[config.mk]
export PLATFORM = sky130hd
export DESIGN_NAME = rsu_shift_iface
export DESIGN_NICKNAME = d
export VERILOG_FILES = /design/src/core/rsu_pkg.sv /design/src/core/rsu_shift_iface.sv
export SDC_FILE = /design/constraint.sdc
export NUM_CORES = 1
export LEC_CHECK = 0
export BUFFER_PORTS_ARGS = -buffer_cell sky130_fd_sc_hd__buf_2
export CORE_MARGIN = 5
export CORE_UTILIZATION = 40
export DETAILED_ROUTE_END_ITERATION = 8
export GPL_TIMING_DRIVEN = 0
export PLACE_DENSITY = 0.6
export SLEW_MARGIN = 25
export SYNTH_ARGS = -nofsm -noshare
export SYNTH_HDL_FRONTEND = slang
export SYNTH_SLANG_ARGS = --single-unit
export TNS_END_PERCENT = 30
[constraint.sdc]
create_clock -name clk_sys_i -period 6.9 [get_ports clk_sys_i]
set_input_delay 0.345 -clock clk_sys_i [delete_from_list [all_inputs] [get_ports clk_sys_i]]
set_output_delay 0.345 -clock clk_sys_i [all_outputs]
set_load 0.1 [all_outputs]
[src/core/rsu_pkg.sv]
/*
  Shared constants and carrier types for the remote upgrade shift interface.
  Assumes a single upgrade clock domain and user fabric logic on that clock.
*/
package rsu_pkg;

  // ----------------------------------------------------------------
  // Register widths and field positions
  // ----------------------------------------------------------------
  localparam int SHIFT_W = 41;
  localparam int INREG_W = 39;
  localparam int PRESENT_W = 34;
  localparam int PRIOR_W = 32;
  localparam int WD_W = 29;
  localparam int MSM_W = 4;
  localparam int SEL_HI = 40;
  localparam int SEL_LO = 39;
  localparam int IMG_SEL_BIT = 13;
  localparam int IMG_OVR_BIT = 12;
  localparam int PRIOR_FLAG_LO = 28;
  localparam int PRIOR_MSM_LO = 22;

  // ----------------------------------------------------------------
  // Capture word selectors held in shift register bits 40:39
  // ----------------------------------------------------------------
  localparam logic [1:0] CAP_PRESENT = 2'h0;
  localparam logic [1:0] CAP_PRIOR1 = 2'h1;
  localparam logic [1:0] CAP_PRIOR2 = 2'h2;
  localparam logic [1:0] CAP_INREG = 2'h3;

  // ----------------------------------------------------------------
  // Master state machine codes
  // ----------------------------------------------------------------
  localparam logic [3:0] MSM_IMG0 = 4'h2;
  localparam logic [3:0] MSM_IMG1_REVERT = 4'h3;
  localparam logic [3:0] MSM_IMG1 = 4'h4;
  localparam logic [3:0] MSM_IMG0_REVERT = 4'h5;

  // ----------------------------------------------------------------
  // Reset values
  // ----------------------------------------------------------------
  localparam logic [40:0] SHIFT_RST = 41'h0;
  localparam logic [38:0] INREG_RST = 39'h0;
  localparam logic [31:0] PRIOR_RST = 32'h0;
  localparam logic [28:0] WD_CNT_RST = 29'h0;
  // Pin sync order {image_pin, status_n, crc_error, ext_reconfig_n}, idle levels.
  localparam logic [3:0] PIN_SYNC_RST = 4'h5;

  // ----------------------------------------------------------------
  // Timing
  // ----------------------------------------------------------------
  localparam int CLK_PERIOD_NS = 40;
  localparam int KICK_LOW_NS = 250;
  localparam int KICK_LOW_CYC = (KICK_LOW_NS + CLK_PERIOD_NS - 1) / CLK_PERIOD_NS;

  // ----------------------------------------------------------------
  // Carriers
  // ----------------------------------------------------------------
  typedef struct packed {
    logic shift_sel;
    logic capture_sel;
    logic serial_in;
  } rsu_ctrl_t;

  typedef struct packed {
    logic ext_pin;
    logic crc_err;
    logic status_pin;
    logic wd_expire;
    logic user_req;
  } rsu_src_t;

endpackage

[src/core/rsu_shift_iface.sv]
/*
  Remote upgrade shift interface: shift register, input register, status words,
  a compact master state machine model, watchdog restart and source priority.
  Assumes user fabric logic drives the mode, serial and request inputs on
  clk_sys_i; the device pins (image select, reconfigure, status, checksum) are
  asynchronous and are synchronised here.
*/
`timescale 1ns/1ps

// Overview of operation
// - Update copies shift bits 38:0 into input register.
// - Shift loads serial bit, old bits 38:1.
// - Capture loads word chosen by bits 40:39.
// - Shift mode presents captured word serially.
// - Input bit 13 picks image under override.
// - Input bit 12 lets register override pin.
// - Present status bits 33:30 hold machine state.
// - Present status bit 29 shows watchdog enable.
// - Present status bits 28:0 hold watchdog limit.
// - Prior status bits 31:28 flag reconfiguration source.
// - Simultaneous sources record only highest flag.
// - Prior bits 25:22 hold state; rest zero.
// - Machine tracks mode; parameter WD_ENABLE enables watchdog.
// - Codes 2,4 normal; 3,5 after revert.
// - Serial output updates every edge while shifting.
// - Falling edge of kick restarts the watchdog.
// - Falling edge of request reconfigures when upgrade is enabled.
module rsu_shift_iface #(
  parameter logic [28:0] WD_LIMIT = 29'h1fffffff,
  parameter logic WD_ENABLE = 1'b1,
  parameter logic UPGRADE_ENABLE = 1'b1
) (
  // Clock and reset
  input wire logic clk_sys_i,
  input wire logic nrst_i,
  // User logic control
  input wire logic shift_or_load_select_i,
  input wire logic capture_or_update_select_i,
  input wire logic upgrade_serial_in_i,
  input wire logic watchdog_kick_n_i,
  input wire logic logic_reconfig_request_n_i,
  // Device pins
  input wire logic image_select_pin_i,
  input wire logic ext_reconfig_n_i,
  input wire logic status_pin_n_i,
  input wire logic checksum_error_i,
  // Results
  output logic upgrade_serial_out_o,
  output logic reconfig_pulse_o,
  output logic image_choice_o,
  output logic [3:0] msm_state_o
);

  // ----------------------------------------------------------------
  // Helpers
  // ----------------------------------------------------------------
  // Keeps only the highest-ranked flag; a lone user request leaves no flag.
  function automatic logic [3:0] top_flag(input rsu_pkg::rsu_src_t s);
    logic [3:0] f;
    f = 4'h0;
    if (s.ext_pin) begin
      f = 4'h8;
    end else if (s.crc_err) begin
      f = 4'h4;
    end else if (s.status_pin) begin
      f = 4'h2;
    end else if (s.wd_expire) begin
      f = 4'h1;
    end
    return f;
  endfunction

  function automatic logic img_of(input logic [3:0] code);
    return (code == rsu_pkg::MSM_IMG1) || (code == rsu_pkg::MSM_IMG1_REVERT);
  endfunction

  // ----------------------------------------------------------------
  // Pin synchronisers
  // ----------------------------------------------------------------
  logic [3:0] pin_raw;
  logic [3:0] pin_meta;
  logic [3:0] pin_sync;
  logic [3:0] pin_last;

  assign pin_raw = {image_select_pin_i, status_pin_n_i, checksum_error_i, ext_reconfig_n_i};

  genvar g;
  generate
    for (g = 0; g < 4; g++) begin : gen_sync
      always_ff @(posedge clk_sys_i or negedge nrst_i) begin
        if (!nrst_i) begin
          pin_meta[g] <= rsu_pkg::PIN_SYNC_RST[g];
          pin_sync[g] <= rsu_pkg::PIN_SYNC_RST[g];
          pin_last[g] <= rsu_pkg::PIN_SYNC_RST[g];
        end else begin
          pin_meta[g] <= pin_raw[g];
          pin_sync[g] <= pin_meta[g];
          pin_last[g] <= pin_sync[g];
        end
      end
    end
  endgenerate

  // ----------------------------------------------------------------
  // Shift and input registers
  // ----------------------------------------------------------------
  rsu_pkg::rsu_ctrl_t ctrl;
  logic [40:0] shreg;
  logic [40:0] next_shreg;
  logic [38:0] inreg;
  logic [38:0] next_inreg;
  logic [33:0] present_word;
  logic [31:0] prior1;
  logic [31:0] prior2;
  logic [3:0] msm;
  logic [28:0] wd_cnt;
  logic wd_run;

  assign ctrl = '{shift_sel: shift_or_load_select_i,
                  capture_sel: capture_or_update_select_i,
                  serial_in: upgrade_serial_in_i};
  assign wd_run = WD_ENABLE;
  assign present_word = {msm, wd_run, WD_LIMIT};

  always_comb begin
    next_shreg = shreg;
    next_inreg = inreg;
    if (ctrl.shift_sel) begin
      // Bits 40:39 follow the last two serial bits so a selector can be loaded.
      next_shreg[38:0] = {ctrl.serial_in, shreg[38:1]};
      next_shreg[40:39] = {ctrl.serial_in, shreg[40]};
    end else if (ctrl.capture_sel) begin
      case (shreg[rsu_pkg::SEL_HI:rsu_pkg::SEL_LO])
        rsu_pkg::CAP_PRESENT: next_shreg[38:0] = {5'h0, present_word};
        rsu_pkg::CAP_PRIOR1: next_shreg[38:0] = {7'h0, prior1};
        rsu_pkg::CAP_PRIOR2: next_shreg[38:0] = {7'h0, prior2};
        default: next_shreg[38:0] = inreg;
      endcase
    end else begin
      next_inreg = shreg[38:0];
    end
  end

  always_ff @(posedge clk_sys_i or negedge nrst_i) begin
    if (!nrst_i) begin
      shreg <= rsu_pkg::SHIFT_RST;
      inreg <= rsu_pkg::INREG_RST;
    end else begin
      shreg <= next_shreg;
      inreg <= next_inreg;
    end
  end

  // Bit 0 is a flop, so the serial output changes on every shifting edge.
  assign upgrade_serial_out_o = shreg[0];

  // ----------------------------------------------------------------
  // Watchdog and reconfiguration sources
  // ----------------------------------------------------------------
  logic kick_last;
  logic req_last;
  logic kick_fall;
  logic [28:0] next_wd_cnt;
  rsu_pkg::rsu_src_t src;
  logic event_hit;

  assign kick_fall = kick_last && !watchdog_kick_n_i;
  assign src.ext_pin = pin_last[0] && !pin_sync[0];
  assign src.crc_err = !pin_last[1] && pin_sync[1];
  assign src.status_pin = pin_last[2] && !pin_sync[2];
  assign src.wd_expire = wd_run && (wd_cnt == WD_LIMIT);
  // A request is honoured only with the upgrade feature switched on.
  assign src.user_req = UPGRADE_ENABLE && req_last && !logic_reconfig_request_n_i;
  assign event_hit = |src;

  always_comb begin
    next_wd_cnt = wd_cnt;
    if (!wd_run || kick_fall || event_hit) begin
      next_wd_cnt = rsu_pkg::WD_CNT_RST;
    end else if (wd_cnt != WD_LIMIT) begin
      next_wd_cnt = wd_cnt + 29'h1;
    end
  end

  always_ff @(posedge clk_sys_i or negedge nrst_i) begin
    if (!nrst_i) begin
      wd_cnt <= rsu_pkg::WD_CNT_RST;
      kick_last <= 1'b1;
      req_last <= 1'b1;
    end else begin
      wd_cnt <= next_wd_cnt;
      kick_last <= watchdog_kick_n_i;
      req_last <= logic_reconfig_request_n_i;
    end
  end

  // ----------------------------------------------------------------
  // Master state machine and prior state words
  // ----------------------------------------------------------------
  logic [3:0] flags;
  logic [3:0] next_msm;
  logic [31:0] next_prior1;
  logic [31:0] next_prior2;
  logic want_img;
  logic next_reconfig;
  logic next_choice;

  assign flags = top_flag(src);
  // Register choice replaces the pin only with override set.
  assign want_img = inreg[rsu_pkg::IMG_OVR_BIT] ? inreg[rsu_pkg::IMG_SEL_BIT] :
                    pin_sync[3];

  always_comb begin
    next_msm = msm;
    next_prior1 = prior1;
    next_prior2 = prior2;
    next_reconfig = 1'b0;
    if (event_hit) begin
      next_reconfig = 1'b1;
      next_prior2 = prior1;
      next_prior1 = {flags, 2'h0, msm, 22'h0};
      if (flags[2] || flags[0]) begin
        // A checksum error or watchdog expiry reverts to the other image rather than reloading the failed one.
        next_msm = img_of(msm) ? rsu_pkg::MSM_IMG0_REVERT : rsu_pkg::MSM_IMG1_REVERT;
      end else begin
        next_msm = want_img ? rsu_pkg::MSM_IMG1 : rsu_pkg::MSM_IMG0;
      end
    end
    next_choice = img_of(next_msm);
  end

  always_ff @(posedge clk_sys_i or negedge nrst_i) begin
    if (!nrst_i) begin
      msm <= rsu_pkg::MSM_IMG0;
      prior1 <= rsu_pkg::PRIOR_RST;
      prior2 <= rsu_pkg::PRIOR_RST;
      reconfig_pulse_o <= 1'b0;
      image_choice_o <= 1'b0;
    end else begin
      msm <= next_msm;
      prior1 <= next_prior1;
      prior2 <= next_prior2;
      reconfig_pulse_o <= next_reconfig;
      image_choice_o <= next_choice;
    end
  end

  assign msm_state_o = msm;
endmodule

==> out/results.ini <==
[status]
outcome = finished, final reports clean

[synthesis]
postSynthAreaPerCell_um2 = 11.5
synthArstFlopShare_pct = 100
ys.warnings.count = 0
yosys.area_share.simple_pct = 13.0
synth_top_area_share_pct = 52.7
synthMuxAreaShare_pct = 11.7
netlist_instances = 557
synthXorXnorAreaFrac_pct = 3.41
synth_nets = 569
synthFlopType = dfrtp_1
synth_edf_count = 0
synth_seq_cells = 144
seq_area_frac_synth_pct = 56.3
synth_compound_area_share_pct = 12.3
netlist.top_cell.by_area = dfrtp_1
synth_top_family_by_area = simple AND/OR/NAND/NOR gates
syn_area_um2 = 6410
ys_types = 52
synth_fa_ha_area_share_pct = 0.195
synth.area.top_cells = dfrtp_1 (53%), mux2_2 (8.6%), dfstp_2 (3.7%), nor2_1 (3.5%), a211oi_1 (3.3%)

[global_routing]
antenna_found_initial = 0
grt_pass1_wl_mm = 22.5
overflow = 0
grt_max_degree = 98
grt_usage_pct = 15.3
grt_pass1_vias = 4427

[finish]
n_antenna_cell = 0
fin_nets = 607
regArea_um2 = 3610
final_cells = 824
finish.utilization_pct = 46.7
syn2layout_area_growth_pct = 15.2
layout-drive-gt1-share_pct = 21.4
multiInputGateArea_um2 = 2610
n_fill_cell = 1437

[floorplanning]
die_h_um = 137
num_rows = 46
die-area_um2 = 18700
core-area_um2 = 15800
start_util_pct = 40.5
die_w_um = 137
io_pins = 18

[sta]
post-route-min-period_ns = 2.46
slew_headroom_pct = 45.9
tns_ns = 0
finalClockSkew_ns = 0.0119
post-route-period-util_pct = 35.6
worst_slew_pin_slew_ns = 0.806
setup_viol = 0
rsz0062_at_grt = false
hold_violations = 0
drv_slew = 0
hold_slack_ns = 0.0272
fmax_mhz = 407

[worst_setup_path]
worstPathArrival_ns = 2.76
slowest_stage = a211oi_4
critPathCaptureType = flop
path_class = flop to flop
reg2reg_depth = 6
worstPathMaxFanout = 10
crit_buf_inv = 1
cp_slowest_stage_delay_ns = 0.56
reg2reg_slack_ns = 4.44
required_ns = 7.20
reg2reg_from = wd_cnt[0]
cp_cell_sequence = ha_1 -> nand3_1 -> and4bb_4 -> a211oi_4 -> buf_4 -> mux2_1
cp_top_family = compound AO/OA/AOI/OAI gates
worstSetupStartpointType = flop
r2r-end = prior1[23]

[detailed_routing]
vias = 4300
wl_mm = 12.9
route.antenna.remaining_nets = 0
vias_per_cell = 5.22
drt_iter0_drc = 307
drc = 0
wire_per_inst_um = 15.7
firstDrtPassIters = 4

[hold_path]
hold_end = pin_meta[1]
worstHoldStart = checksum_error_i
hold_class = primary input to flop
min_delay_path_depth = 1

[pwr]
peakVddDrop_mv = 0.203
p_leak_nw = 3.18
power_density_nw_per_um2 = 300

[placed_design]
globalplace.congestion = 0.797
placedCellCount = 789
hpwlAfterDp_mm = 8.39
io_buffer_count = 15

[clock_network]
numClockSinks = 144
post_cts_buffers = 0
htreeDepth = 4
clk_pin_slew_ns = 0.06
numCtsBuffers = 17
clockBufferDepth = 2
worstSkewPairLatency_ns = 0.42
cts-root-buf = clkbuf_16
cts_tree = built

[flow_run]
drv_cap = 0

[how the worst max path moves through the flow]
stage	startpoint	end	slack [ns]	cells past startpoint
2_1_floorplan	wd_cnt[0]	prior1[22]	4.74	6
3_3_place_gp	nrst_i	wd_cnt[22]	3.51	1
3_5_place_dp	wd_cnt[0]	prior1[23]	4.41	6
4_1_cts	wd_cnt[0]	prior1[23]	4.40	6
5_1_grt	wd_cnt[0]	prior2[30]	4.31	6
6_report	wd_cnt[0]	prior1[23]	4.44	6
[Yosys cell counts, types with 2 or more instances]
cell        n
xor2_1     17
a22oi_1     2
and3_1      3
nand3_1    12
nand4_1     7
mux4_2      2
nor3_1      5
o21ai_0    17
and4_1      7
nor2_4      8
nand2b_1    2
nor2_1     59
nand2_1    23
a21o_1     26
clkbuf_1   23
a211oi_1   28
buf_2       2
and2_1      2
mux2_1      5
mux2i_1    10
buf_1       8
inv_1       8
mux2_2     49
xnor2_1     8
a31oi_1     7
nor2b_1    14
dfrtp_1   135
dfstp_2     9
nor2_2      2
a21oi_1    34
o211ai_1    2
[cell families (layout without fill, tap and decap cells)]
group,Yosys count,after routing
AOI/OAI and AO/OA,121,121
xor gates and xnor gates,25,25
adders and majority gates,1,1
buffers and inverters,45,96
DFF,144,144
muxes,66,66
and+or+nand+nor,155,155
[where the power goes]
group          internal (W)  switching (W)  leakage [nW]
Sequential         0.000958      0.0000725          1.79
Clock              0.000500       0.000370         0.260
Combinational      0.000132       0.000186          1.13
[stage by stage]
| step | setup WS (ns) | power, W | area (um^2) |
|---|---|---|---|
| CTS | 4.40 | 0.00225 | 7390 |
| finish | 4.44 | 0.00222 | 7390 |
| global route | 4.31 | 0.00233 | 7390 |
| global placement | 3.51 | 0.00135 | 6760 |
| floorplan | 4.74 | 0.00127 | 6410 |
| detailed placement | 4.41 | 0.00136 | 6800 |
[metal layers]
metal  part of all wire [%]  global-route usage (%)  vias up
met5                      0                       0        -
met4                   0.77                    4.65        0
met3                    2.8                    4.19       12
met2                     48                    24.3       56
met1                     49                    20.3     2192
li1                       -                       -     2040
[flip-flops by register name, indices dropped and copies added, names as in the netlist, 3 cells and up]
name,flops
wd_cnt,29
msm_state_o,4
pin_sync,4
prior1,8
shreg,41
inreg,39
pin_meta,4
pin_last,3
prior2,8
[layout by cell type (no fill, tap or decap), types with 3 or more instances in the layout]
| cell type | instances |
|---|---|
| a211oi_1 | 28 |
| a21o_1 | 26 |
| a21oi_1 | 34 |
| a31oi_1 | 7 |
| and3_1 | 3 |
| and4_1 | 7 |
| buf_1 | 8 |
| buf_2 | 16 |
| clkbuf_1 | 24 |
| clkbuf_16 | 17 |
| clkinv_4 | 3 |
| clkinvlp_4 | 5 |
| dfrtp_1 | 135 |
| dfstp_2 | 9 |
| dlygate4sd3_1 | 3 |
| inv_1 | 8 |
| inv_6 | 4 |
| mux2_1 | 5 |
| mux2_2 | 49 |
| mux2i_1 | 10 |
| nand2_1 | 23 |
| nand3_1 | 12 |
| nand4_1 | 7 |
| nor2_1 | 59 |
| nor2_4 | 8 |
| nor2b_1 | 14 |
| nor3_1 | 5 |
| o21ai_0 | 17 |
| xnor2_1 | 8 |
| xor2_1 | 17 |
[what timing repair did]
action | CTS | global route
endpoints found under the hold margin | 49 | 0
resized for setup | 0 | 0
hold buffers | 3 | 0
[layout make-up]
cell class	count	area share [%]
Tap cell	216	3.66
Timing Repair Buffer	19	1.93
Sequential cell	144	48.9
Buffer	36	2.17
Multi-Input combinational cell	368	35.3
Inverter	9	0.457
Clock inverter	14	1.81
Clock buffer	18	5.81
Power figures use the tool's default switching activity.
